## src/pkg/rbt_defines.svh

```systemverilog
`ifndef RBT_DEFINES_SVH
`define RBT_DEFINES_SVH

`define RBT_BUS_W        8
`define RBT_ADDR_W       4
`define RBT_DATA_W       32
`define RBT_OFF_CTRL     4'h0
`define RBT_OFF_STORE    4'h4
`define RBT_OFF_LIVE     4'h8
`define RBT_CTRL_RESET   4'h1
`define RBT_CTRL_LANE    0
`define RBT_RESP_OKAY    2'h0
`define RBT_RESP_SLVERR  2'h2
`define RBT_PIN_TO_OUT   3

`endif

```

## src/pkg/rbt_pkg.sv

```systemverilog
`include "rbt_defines.svh"

package rbt_pkg;

  // control register layout, bit 3 downward
  typedef struct packed {
    logic bSideSourceSelect;
    logic aSideSourceSelect;
    logic direction;
    logic outDisable;
  } rbt_ctrl_type;

  // one bus pin group as seen by the output stage
  typedef struct packed {
    logic                  oe;
    logic [`RBT_BUS_W-1:0] data;
  } rbt_drive_type;

endpackage

```

## src/core/rbt_pin_sync.sv

```systemverilog
module rbt_pin_sync #(
  parameter int W = 8
) (
  input  wire logic         clk_sys,
  input  wire logic [W-1:0] pinIn,
  output logic      [W-1:0] syncOut
);

  logic [W-1:0] meta_q;

  // first stage is read only by the second
  always_ff @(posedge clk_sys) begin
    meta_q  <= pinIn;
    syncOut <= meta_q;
  end

endmodule

```

## src/core/rbt_store_reg.sv

```systemverilog
module rbt_store_reg #(
  parameter int W = 8
) (
  input  wire logic         clk_sys,
  input  wire logic         resetn,
  input  wire logic         load,
  input  wire logic [W-1:0] dataIn,
  output logic      [W-1:0] storeOut
);

  always_ff @(posedge clk_sys) begin
    if (!resetn) begin
      storeOut <= '0;
    end else if (load) begin
      storeOut <= dataIn;
    end
  end

endmodule

```

## src/core/rbt_transceiver.sv

```systemverilog
`include "rbt_defines.svh"

module rbt_transceiver
  import rbt_pkg::*;
#(
  parameter int BUS_W = `RBT_BUS_W
) (
  input  wire logic                   clk_sys,
  input  wire logic                   resetn,
  input  wire logic                   aToBLoadClock,
  input  wire logic                   bToALoadClock,
  input  wire logic [BUS_W-1:0]       busAIn,
  output logic      [BUS_W-1:0]       busAOut,
  output logic                        busAOe,
  input  wire logic [BUS_W-1:0]       busBIn,
  output logic      [BUS_W-1:0]       busBOut,
  output logic                        busBOe,
  input  wire logic                   s_axi_awvalid,
  output logic                        s_axi_awready,
  input  wire logic [`RBT_ADDR_W-1:0] s_axi_awaddr,
  input  wire logic [2:0]             s_axi_awprot,
  input  wire logic                   s_axi_wvalid,
  output logic                        s_axi_wready,
  input  wire logic [`RBT_DATA_W-1:0] s_axi_wdata,
  input  wire logic [3:0]             s_axi_wstrb,
  output logic                        s_axi_bvalid,
  input  wire logic                   s_axi_bready,
  output logic      [1:0]             s_axi_bresp,
  input  wire logic                   s_axi_arvalid,
  output logic                        s_axi_arready,
  input  wire logic [`RBT_ADDR_W-1:0] s_axi_araddr,
  input  wire logic [2:0]             s_axi_arprot,
  output logic                        s_axi_rvalid,
  input  wire logic                   s_axi_rready,
  output logic      [`RBT_DATA_W-1:0] s_axi_rdata,
  output logic      [1:0]             s_axi_rresp
);

  rbt_ctrl_type          ctrlQ;
  logic [1:0]            loadClkSync;
  logic [1:0]            loadClkDly_q;
  logic                  loadAbRise;
  logic                  loadBaRise;
  logic [2*BUS_W-1:0]    busSync;
  logic [BUS_W-1:0]      busASync;
  logic [BUS_W-1:0]      busBSync;
  logic [BUS_W-1:0]      storeAb;
  logic [BUS_W-1:0]      storeBa;
  logic [`RBT_ADDR_W-1:0] awAddr_q;
  logic [`RBT_DATA_W-1:0] wData_q;
  logic [3:0]            wStrb_q;
  logic                  doWrite;
  logic [`RBT_DATA_W-1:0] readWord;
  logic                  readOk;

  // pins from outside the clock domain
  rbt_pin_sync #(
    .W (2)
  ) u_clk_sync (
    .clk_sys (clk_sys),
    .pinIn   ({bToALoadClock, aToBLoadClock}),
    .syncOut (loadClkSync)
  );

  rbt_pin_sync #(
    .W (2 * BUS_W)
  ) u_bus_sync (
    .clk_sys (clk_sys),
    .pinIn   ({busBIn, busAIn}),
    .syncOut (busSync)
  );

  assign busASync = busSync[BUS_W-1:0];
  assign busBSync = busSync[2*BUS_W-1:BUS_W];

  always_ff @(posedge clk_sys) begin
    if (!resetn) begin
      loadClkDly_q <= 2'h3;
    end else begin
      loadClkDly_q <= loadClkSync;
    end
  end

  // rising edge of each load clock, independent of the other
  assign loadAbRise = loadClkSync[0] && !loadClkDly_q[0];
  assign loadBaRise = loadClkSync[1] && !loadClkDly_q[1];

  // capture is never qualified by the output controls
  rbt_store_reg #(
    .W (BUS_W)
  ) u_store_ab (
    .clk_sys  (clk_sys),
    .resetn   (resetn),
    .load     (loadAbRise),
    .dataIn   (busASync),
    .storeOut (storeAb)
  );

  rbt_store_reg #(
    .W (BUS_W)
  ) u_store_ba (
    .clk_sys  (clk_sys),
    .resetn   (resetn),
    .load     (loadBaRise),
    .dataIn   (busBSync),
    .storeOut (storeBa)
  );

  // output enables: never both, none while disabled
  always_ff @(posedge clk_sys) begin
    if (!resetn) begin
      busAOe <= 1'b0;
      busBOe <= 1'b0;
    end else begin
      busAOe <= !ctrlQ.outDisable && !ctrlQ.direction;
      busBOe <= !ctrlQ.outDisable && ctrlQ.direction;
    end
  end

  // output data: live from the far bus or stored word
  always_ff @(posedge clk_sys) begin
    if (!resetn) begin
      busAOut <= '0;
      busBOut <= '0;
    end else begin
      busAOut <= ctrlQ.aSideSourceSelect ? storeBa : busBSync;
      busBOut <= ctrlQ.bSideSourceSelect ? storeAb : busASync;
    end
  end

  // write channel: address and data taken in either order
  assign doWrite = !s_axi_awready && !s_axi_wready && !s_axi_bvalid;

  always_ff @(posedge clk_sys) begin
    if (!resetn) begin
      s_axi_awready <= 1'b1;
      awAddr_q      <= '0;
    end else if (s_axi_awvalid && s_axi_awready) begin
      s_axi_awready <= 1'b0;
      awAddr_q      <= s_axi_awaddr;
    end else if (s_axi_bvalid && s_axi_bready) begin
      s_axi_awready <= 1'b1;
    end
  end

  always_ff @(posedge clk_sys) begin
    if (!resetn) begin
      s_axi_wready <= 1'b1;
      wData_q      <= '0;
      wStrb_q      <= '0;
    end else if (s_axi_wvalid && s_axi_wready) begin
      s_axi_wready <= 1'b0;
      wData_q      <= s_axi_wdata;
      wStrb_q      <= s_axi_wstrb;
    end else if (s_axi_bvalid && s_axi_bready) begin
      s_axi_wready <= 1'b1;
    end
  end

  always_ff @(posedge clk_sys) begin
    if (!resetn) begin
      s_axi_bvalid <= 1'b0;
      s_axi_bresp  <= `RBT_RESP_OKAY;
    end else if (doWrite) begin
      s_axi_bvalid <= 1'b1;
      s_axi_bresp  <= (awAddr_q == `RBT_OFF_CTRL) ? `RBT_RESP_OKAY : `RBT_RESP_SLVERR;
    end else if (s_axi_bvalid && s_axi_bready) begin
      s_axi_bvalid <= 1'b0;
    end
  end

  // control register, byte lane 0 only
  always_ff @(posedge clk_sys) begin
    if (!resetn) begin
      ctrlQ <= rbt_ctrl_type'(`RBT_CTRL_RESET);
    end else if (doWrite && awAddr_q == `RBT_OFF_CTRL && wStrb_q[`RBT_CTRL_LANE]) begin
      ctrlQ <= rbt_ctrl_type'(wData_q[$bits(rbt_ctrl_type)-1:0]);
    end
  end

  // read decode
  always_comb begin
    readWord = '0;
    readOk   = 1'b1;
    unique case (s_axi_araddr)
      `RBT_OFF_CTRL: begin
        readWord[$bits(rbt_ctrl_type)-1:0] = ctrlQ;
      end
      `RBT_OFF_STORE: begin
        readWord[2*BUS_W-1:0] = {storeBa, storeAb};
      end
      `RBT_OFF_LIVE: begin
        readWord[2*BUS_W-1:0] = {busBSync, busASync};
      end
      default: begin
        readOk = 1'b0;
      end
    endcase
  end

  always_ff @(posedge clk_sys) begin
    if (!resetn) begin
      s_axi_arready <= 1'b1;
      s_axi_rvalid  <= 1'b0;
      s_axi_rdata   <= '0;
      s_axi_rresp   <= `RBT_RESP_OKAY;
    end else if (s_axi_arvalid && s_axi_arready) begin
      s_axi_arready <= 1'b0;
      s_axi_rvalid  <= 1'b1;
      s_axi_rdata   <= readWord;
      s_axi_rresp   <= readOk ? `RBT_RESP_OKAY : `RBT_RESP_SLVERR;
    end else if (s_axi_rvalid && s_axi_rready) begin
      s_axi_arready <= 1'b1;
      s_axi_rvalid  <= 1'b0;
    end
  end
endmodule

```

## config.mk

```make
export PLATFORM = sky130hd
export DESIGN_NAME = rbt_transceiver
export DESIGN_NICKNAME = d
export VERILOG_FILES = /design/src/pkg/rbt_pkg.sv /design/src/core/rbt_pin_sync.sv /design/src/core/rbt_store_reg.sv /design/src/core/rbt_transceiver.sv
export VERILOG_INCLUDE_DIRS = /design/src /design/src/pkg
export SDC_FILE = /design/constraint.sdc
export NUM_CORES = 1
export LEC_CHECK = 0
export BUFFER_PORTS_ARGS = -buffer_cell sky130_fd_sc_hd__buf_2
export CORE_ASPECT_RATIO = 1.4
export CORE_MARGIN = 1.5
export CORE_UTILIZATION = 44
export DETAILED_ROUTE_END_ITERATION = 10
export MAX_ROUTING_LAYER = met4
export PLACE_DENSITY = 0.75
export RECOVER_POWER = 100
export REMOVE_ABC_BUFFERS = 1
export SLEW_MARGIN = 20
export SYNTH_ARGS = -nofsm -noshare
export SYNTH_HDL_FRONTEND = slang
export SYNTH_SLANG_ARGS = --single-unit
```

## constraint.sdc

```tcl
create_clock -name clk_sys -period 1.2 [get_ports clk_sys]
set_input_delay 0.12 -clock clk_sys [delete_from_list [all_inputs] [get_ports clk_sys]]
set_output_delay 0.12 -clock clk_sys [all_outputs]
set_load 0.03 [all_outputs]
```

## Word-level counts from Yosys, hierarchy flattened

Index checks and enable logic that the tools add are counted.

| cells by class | value |
|---|---|
| equal/unequal tests | 2 |
| reductions and logical operators | 27 |
| multiplexer cells | 16 |

Operators with widths:

| kind | count |
|---|---|
| $pmux 12 s2 | 1 |
| $mux 8 | 2 |
| $logic_and 1x1->1 | 13 |
| $pmux 4 s3 | 1 |
| $mux 1 | 10 |
| $logic_not 4->1 | 2 |
| $reduce_bool 2->1 | 4 |
| $logic_not 1->1 | 7 |
| $eq 4x3->1 const B | 1 |
| $eq 4x4->1 const B | 1 |
| $mux 2 | 2 |
| $reduce_or 3->1 | 1 |

| storage, ports and cells | value |
|---|---|
| register bits | 110 |
| input port bits | 75 |
| logic and storage cells | 71 |
| output and inout port bits | 59 |

## Longest topological paths before layout

Gate-level depths: netlist of the first run.

| logic depth | value |
|---|---|
| word-level depth | 5 |
| depth in mapped cells | 5 |
| mapped depth without buffers | 3 |

## Modules after synthesis

From an unflattened synthesis of the first run, not the netlist that was laid out.

| second synthesis, totals | value |
|---|---|
| cell total of the unflattened synthesis | 358 |
| area, all modules | 3,802.4 sq um |

Modules (own cells, without submodules):

| module | area each (sq um) | sequential area each (sq um) | cells an instance | instances |
|---|---|---|---|---|
| rbt_transceiver | 2,478.6 | 1,121.1 | 272 | 1 |
| rbt_pin_sync at u_bus_sync | 640.6 | 640.6 | 32 | 1 |
| rbt_store_reg | 301.5 | 160.2 | 25 | 2 |
| rbt_pin_sync at u_clk_sync | 80.1 | 80.1 | 4 | 1 |

## Worst setup path after synthesis of the first run

No wires, ideal clock.

| timing path | value |
|---|---|
| path kind | register to register |
| from | register s_axi_wready |
| to | register ctrlQ[1] (netlist name) |
| data required time | 1,128 ps |
| clock period less this slack | 1,295 ps |
| slack | -95 ps |
| buffers on the path | 2 |
| arrival | 1,224 ps |
| stages on the path, launching flop included | 6 |
| library setup time | 72 ps |
| path through | dfxtp_1 -> buf_6 -> nor3_4 -> and3_1 -> buf_6 -> mux2i_1 |

| between the ends | value |
|---|---|
| cells in the longest elaborated chain, start to end | 5 |

RTL lines:

| item | line | source |
|---|---|---|
| start, declared | rbt_transceiver.sv:23 | `output logic s_axi_wready,` |
| start signal, assigned | rbt_transceiver.sv:148 | `s_axi_wready <= 1'b1;` |
| start signal, assigned | rbt_transceiver.sv:152 | `s_axi_wready <= 1'b0;` |
| start signal, assigned | rbt_transceiver.sv:156 | `s_axi_wready <= 1'b1;` |
| $logic_not 1->1 | rbt_transceiver.sv:132 | `assign doWrite = !s_axi_awready && !s_axi_wready && !s_axi_bvalid;` |
| $logic_and 1x1->1 (2 in a row) | rbt_transceiver.sv:132 |  |
| $logic_and 1x1->1 (no source line) | - |  |
| $logic_and 1x1->1 | rbt_transceiver.sv:176 | `` end else if (doWrite && awAddr_q == `RBT_OFF_CTRL && wStrb_q[`RBT_CTRL_LANE]) begin `` |
| end signal, assigned | rbt_transceiver.sv:175 | `` ctrlQ <= rbt_ctrl_type'(`RBT_CTRL_RESET); `` |
| end signal, assigned | rbt_transceiver.sv:177 | `ctrlQ <= rbt_ctrl_type'(wData_q[$bits(rbt_ctrl_type)-1:0]);` |
| end, declared | rbt_transceiver.sv:39 | `rbt_ctrl_type ctrlQ;` |

No other way between the ends.
A chain may end at the register's enable or synchronous reset.

## Final worst setup path of the first run

| timing path | value |
|---|---|
| from | register awAddr_q[3] |
| to | register ctrlQ[3] (netlist name) |

| between the ends | value |
|---|---|
| cells in the longest elaborated chain, start to end | 3 |

RTL lines:

| item | line | source |
|---|---|---|
| start, declared | rbt_transceiver.sv:49 | `` logic [`RBT_ADDR_W-1:0] awAddr_q; `` |
| start signal, assigned | rbt_transceiver.sv:140 | `awAddr_q <= s_axi_awaddr;` |
| $logic_not 4->1 (no source line) | - |  |
| $logic_and 1x1->1 (no source line) | - |  |
| $logic_and 1x1->1 | rbt_transceiver.sv:176 |  |

No other way between the ends.

==> reports/qor.yml, run 1 <==
run_status:
  outcome: "finished clean"
synth:
  syn_inst: 365
  ys_seq_area_frac: 0.5690
  yosys.area.top_type: "dfxtp_1"
  ys_top_cells_by_count: "dfxtp_1, mux2i_1, nor2_1"
  synth_flop_cell: "dfxtp_1"
  synth_edf_count: 0
  synth_area_leaders: "dfxtp_1, mux2i_1, nand3b_1"
  async_flop_share: 0
  yosysMostFrequentCell: "dfxtp_1"
  ys_ff_latch: 108
  syn-mean-instance-area_um2: 10.41
  yosysTopAreaCellShare: 0.5690
  synth_area_um2: 3800
  ys_warn_count: 0
  synth_cell_types: 31
clock_tree:
  root_buffer: "clkbuf_16"
  cts_sinks: 108
  cts_setup_buffers: 0
  clockBufferDepth: 2
  cts_tree: "done"
  cts_buffers: 9
  clk_latency_ns: 0.34
  path_clk_slew_ns: 0.07
  cts_max_level: 3
routing:
  drt-pass1-iter-count: 4
  drt_iter0_drc: 163
  viasPerCell: 4.851
  drc: 0
  wire_per_inst_um: 12.88
  vias: 2775
  wl_um: 7368
  ant_nets: 0
worst_setup_path:
  cp_max_fo: 4
  timing.rr.start: "awAddr_q[3]"
  crit_path_end: "ctrlQ[3]"
  cp_data_arrival_time_ns: 1.46
  reg2regPathDepth: 3
  max_stage_delay_ns: 0.34
  cp-start-kind: "flop"
  path_cells: "nor4_4 -> and3_4 -> mux2i_1"
  crit_buf_inv: 0
  r2r_slack_ns: 0.02
  critical_path_class: "flop to flop"
  cp_slowest_cell: "dfxtp_2"
  critPathLaunch: "awAddr_q[3]"
  r2r_end: "ctrlQ[3]"
  cp.depth: 3
  critical_path_required_ns: 1.47
  worstSetupEndpointType: "flop"
  critical_path.top_delay_family: "simple AND/OR/NAND/NOR gates"
worst_hold_path:
  hp-class: "primary input to flop"
  hp-start: "s_axi_awaddr[3]"
die:
  core_um2: 8295
  start_util: 0.4581
  die_w_um: 81.54
  die_height_um: 113.0
  ioPinCount: 134
  num_rows: 39
  dieArea_um2: 9210
global_route:
  grt_pass1_vias: 2675
  grt_usage: 0.1767
  overflow: 0
  grt_max_degree: 46
  grt_first_pass_wirelength_um: 12050
  antenna_found_initial: 0
sta:
  finalClockSkew_ns: 0.006478
  finalSetupViolations: 0
  timing_max_transition_violations_final: 0
  period_minus_slack_ns: 1.183
  hold_viol_final: 0
  fmax_ghz: 0.8456
  worst_pin_slew_ns: 0.5045
  rsz0062_at_grt: "true"
  holdWs_ns: 0.01924
  worst_slew_margin_rel: 0.6637
  fin_crit_sh: 0.9855
power_and_ir_drop:
  switchingPower_mw: 1.735
  seqPwrFrac: 0.528
  ir_drop_uv: 794.2
  switching_share: 0.2392
  p_leak_nw: 1.849
  p_per_area_nw_per_um2: 1549
  pwr-share-clk: 0.378
  power.internal_mw: 5.518
  p_comb_frac: 0.094
placed_design:
  port_buffers: 78
  place_congestion: 0.8553
  dp_hpwl_um: 4922
  dp.cells: 539
finish:
  n_fill_cell: 739
  regArea_um2: 2165
  multi_input_area_um2: 1431
  instances_no_fill: 572
  insertedDiodeCount: 0
  drive_above_1_share: 0.1957
  area_delta_synth_final_pct: 23.25
  fin_nets: 541
job:
  cap_violations: 0
[flip-flops by register name, indices dropped and copies added (netlist names), 2 cells and up]
signal,cells
busAOut,8
u_store_ab.storeOut,8
u_clk_sync.meta_q,2
u_clk_sync.syncOut,2
loadClkDly_q,2
u_bus_sync.meta_q,16
u_bus_sync.syncOut,16
awAddr_q,4
s_axi_rdata,16
u_store_ba.storeOut,8
busBOut,8
ctrlQ,4
wData_q,4
[worst reg2reg max path: stages, from the launching register on]
cell and delay, ns:
dfxtp_2 0.34, nor4_4 0.31, and3_4 0.27, mux2i_1 0.19
[kinds of logic (layout without fill, tap and decap cells)]
group,count (synthesis),in the layout,synth area share
simple gates,122,122,0.1716
mux,39,39,0.1037
buf+inv,43,131,0.07244
other cells,1,18,0.0009869
compound gates,52,52,0.08232
flops,108,108,0.5690
[cells in the final DEF, fill, tap and decap left out, types with 2 or more instances in the layout]
cell / count
mux2_2: 3
nor2b_1: 3
conb_1: 18
nand2_1: 32
buf_2: 39
clkbuf_16: 9
clkbuf_1: 28
nor2_1: 36
dlygate4sd3_1: 18
nand2b_1: 3
a21oi_1: 25
nand3b_1: 25
a32oi_1: 3
and2_1: 2
clkinv_4: 2
buf_4: 13
clkbuf_2: 15
mux2i_1: 36
o21ai_0: 8
dfxtp_1: 106
nor3_1: 2
a21o_1: 12
nand3_1: 13
dfxtp_2: 2
inv_1: 2
clkbuf_8: 2
[metal layers]
layer,global-route usage,part of all wire
met1,0.1973,0.43
met5,-,0
met4,0.09195,0.024
met2,0.2937,0.51
met3,0.03226,0.039
[power groups by stage]
stage                     sequential [mW]  clock (mW)  combinational (mW)
after floorplan                      4.00           0               0.286
after global placement               3.90           0               0.639
after detailed placement             3.91           0               0.651
after CTS                            3.83        2.82               0.703
after global routing                 3.84        2.94               0.750
final                                3.83        2.74               0.685
[through the flow]
stage	worst slack [ns]	util	total power, mW	cell area (um^2)	setup TNS [ns]
5_1_grt	-0.02678	0.5646	7.538	4683	-0.1835
2_1_floorplan	-0.1744	-	4.285	3600	-3.912
4_1_cts	-0.02100	0.5730	7.345	4753	-0.02100
6_report	0.01743	0.5646	7.253	4683	0
3_5_place_dp	-0.06412	0.5163	4.557	4283	-0.1347
3_3_place_gp	-0.005529	0.5163	4.539	4283	-0.01052
[worst min-delay path by stage]
stage / to / cells after the start
finish: awAddr_q[3] / 3
global route: awAddr_q[3] / 3
CTS: awAddr_q[3] / 3
detailed placement: u_clk_sync.meta_q[0] / 1
global placement: u_bus_sync.meta_q[3] / 1
floorplan: u_bus_sync.meta_q[0] / 0
[cell type report]
cell class / count / area share
clock buffer: 12 / 0.05477
timing repair buffer: 113 / 0.1429
sequential: 108 / 0.4622
multi-input combinational: 231 / 0.3056
tap: 102 / 0.02725
clock inverter: 3 / 0.004809
inverter: 3 / 0.002404
[repair_timing]
item | CTS | global route
setup endpoints to repair | 6 | 6
hold buffers | 18 | 0
endpoints found under the hold margin | 18 | 0
resized for setup | 5 | 3
(Power assumes the default switching activity.)
==> run 2, diff against run 1 <==
--- a/config.mk
+++ b/config.mk
@@ -6,13 +6,13 @@
 export SDC_FILE = /design/constraint.sdc
 export NUM_CORES = 1
 export LEC_CHECK = 0
+export ABC_AREA = 1
 export BUFFER_PORTS_ARGS = -buffer_cell sky130_fd_sc_hd__buf_2
 export CORE_ASPECT_RATIO = 1.4
 export CORE_MARGIN = 1.5
-export CORE_UTILIZATION = 44
+export CORE_UTILIZATION = 30
 export DETAILED_ROUTE_END_ITERATION = 10
 export MAX_ROUTING_LAYER = met4
-export PLACE_DENSITY = 0.75
 export RECOVER_POWER = 100
 export REMOVE_ABC_BUFFERS = 1
 export SLEW_MARGIN = 20
==> reports/qor.yml, run 2 <==
run_status:
  outcome: "finished clean"
sta:
  fin_ws_ns: 0.09146  # +0.07403 ns
  period_minus_slack_ns: 1.109  # -0.07403 ns
  holdWs_ns: 0.02519  # +0.005944 ns
  rsz0062_at_grt: "false"
  timing_max_transition_violations_final: 0  # unchanged
  hold_viol_final: 0  # unchanged
  finalClockSkew_ns: 0.007120  # +0.0006422 ns
  finalSetupViolations: 0  # unchanged
  fmax_ghz: 0.9021  # +6.7%
  fin_crit_sh: 0.9238  # -0.06169
worst_setup_path:
  critical_path.top_delay_family: "flip-flops"
  critical_path_required_ns: 1.08  # -0.39 ns
  cp_slowest_cell: "dfxtp_1"
  cp_max_fo: 2  # -2
  cp-start-kind: "flop"
  critical_path_class: "flop to primary output"
  path_cells: "clkbuf_1"
  crit_buf_inv: 1  # +1
  worstSetupEndpointType: "primary output"
  cp_data_arrival_time_ns: 0.99  # -0.47 ns
  max_stage_delay_ns: 0.33  # about the same
worst_hold_path:
  hp-class: "primary input to flop"
global_route:
  grt_usage: 0.1342  # -0.04246
  grt_first_pass_wirelength_um: 12790  # +6.1%
  antenna_found_initial: 0  # unchanged
  overflow: 0  # unchanged
  grt_pass1_vias: 2787  # +4.2%
  grt_max_degree: 40  # -13%
clock_tree:
  clk_latency_ns: 0.34  # about the same
  cts_sinks: 108  # unchanged
  cts_buffers: 9  # unchanged
  cts_tree: "done"
  clockBufferDepth: 2  # unchanged
  root_buffer: "clkbuf_16"
  path_clk_slew_ns: 0.07  # about the same
  cts_setup_buffers: 0  # unchanged
  cts_max_level: 3  # unchanged
synth:
  synth_edf_count: 0  # unchanged
  synth_cell_types: 16  # -48%
  ys_warn_count: 0  # unchanged
  yosysTopAreaCellShare: 0.5900  # +0.02098
  synth_area_leaders: "dfxtp_1, nor2_1, nand2_1"
  ys_seq_area_frac: 0.5900  # +0.02098
  ys_top_cells_by_count: "nor2_1, dfxtp_1, nand2_1"
  ys_ff_latch: 108  # unchanged
  synth_flop_cell: "dfxtp_1"
  synth_area_um2: 3665  # -3.6%
  yosys.area.top_type: "dfxtp_1"
  syn_inst: 449  # +23%
  syn-mean-instance-area_um2: 8.162  # -22%
  async_flop_share: 0  # unchanged
  yosysMostFrequentCell: "nor2_1"
placed_design:
  place_congestion: 0.7855  # -8.2%
  pre_cts_slack_ns: 0.1330  # +0.1971 ns
  port_buffers: 78  # unchanged
  dp.cells: 672  # +25%
  dp_hpwl_um: 5568  # +13%
  placed_area_um2: 4218  # -1.5%
finish:
  design_area_um2: 4752  # +1.5%
  fin_nets: 629  # +16%
  insertedDiodeCount: 0  # unchanged
  final_common_cell: "nor2_1"
  area_delta_synth_final_pct: 29.67
  instances_no_fill: 706  # +23%
  most-common-layout-cells: "nor2_1, dfxtp_1, nand2_1"
  reg.largest.list: "s_axi_rdata (16), u_bus_sync.meta_q (16), u_bus_sync.syncOut (16)"
  drive_above_1_share: 0.1682  # -0.02759
die:
  die_w_um: 96.41  # +18%
  ioPinCount: 134  # unchanged
  start_util: 0.3085  # -0.1496
  dieArea_um2: 12900  # +40%
  die_height_um: 133.8  # +18%
  core_um2: 11880  # +43%
  num_rows: 47  # +21%
routing:
  viasPerCell: 4.330  # -11%
  drt_iter0_drc: 129  # -21%
  wire_per_inst_um: 11.49  # -11%
  wl_um: 8113  # +10%
  ant_nets: 0  # unchanged
  drc: 0  # unchanged
  vias: 3057  # +10%
  drt-pass1-iter-count: 4  # unchanged
power_and_ir_drop:
  ir_drop_uv: 763.4  # -3.9%
  p_total_mw: 8.248  # +14%
  p_leak_nw: 2.278  # +23%
  p_per_area_nw_per_um2: 1736  # +12%
job:
  cap_violations: 0  # unchanged
run 2: cell types whose count changed in the layout (fill, tap and decap cells not counted), moves of 22 or more:
cell / previous run / this run
nor2_1: 36 / 113
o21ai_0: 8 / 46
mux2i_1: 36 / 0
inv_1: 2 / 33
nand2_1: 32 / 61
nand3b_1: 25 / 0
nand3_1: 13 / 35
run 2: cell families after synthesis:
family / count (synthesis) / share of synthesized area
buffers and inverters: 68 / 0.09457
AND/OR/NAND/NOR: 214 / 0.2349
AO/OA/AOI/OAI: 58 / 0.07955
flip-flops: 108 / 0.5900
other: 1 / 0.001023
run 2: final cells by class:
type,count,area (um^2)
tap,147,183.9
sequential,108,2162
multi-input combinational,290,1230
fill,1224,7127
clock inverter,7,146.4
inverter,35,131.4
timing repair buffer,110,673.1
clock buffer,9,225.2
run 2: metrics by stage:
step,utilization,setup TNS (ns)
after floorplan,-,-5.307
after global placement,0.3551,0
after detailed placement,0.3551,0
after CTS,0.4015,0
after global routing,0.4000,0
final,0.4000,0
run 2: repair_timing:
action,CTS,global route
endpoints found under the hold margin,18,0
resized for setup,0,4
hold buffers,18,0
endpoints found under the setup margin,0,4
run 2: worst paths after layout:
check                  startpoint                     to  slack (ns)  cells past startpoint
max                s_axi_rdata[5]         s_axi_rdata[5]        0.09                      1
min               s_axi_awaddr[0]            awAddr_q[0]        0.03                      3
max reg2reg           awAddr_q[1]               ctrlQ[1]        0.14                      7
min reg2reg  u_bus_sync.meta_q[5]  u_bus_sync.syncOut[5]        0.33                      0
run 2: metal layers:
layer	vias to the layer above	routed length [um]	global-route usage
met3	16	412	0.03231
met4	0	225	0.06522
met1	1378	3480	0.1544
li1	1582	-	-
met2	81	3995	0.2160
met5	-	0	-
run 2: where the power goes:
group,leakage [nW],internal [mW],total [mW],switching (mW)
Sequential,0.897,3.79,3.89,0.103
Combinational,1.20,0.262,0.795,0.533
Clock,0.180,2.26,3.56,1.30
Total,2.28,6.31,8.25,1.94
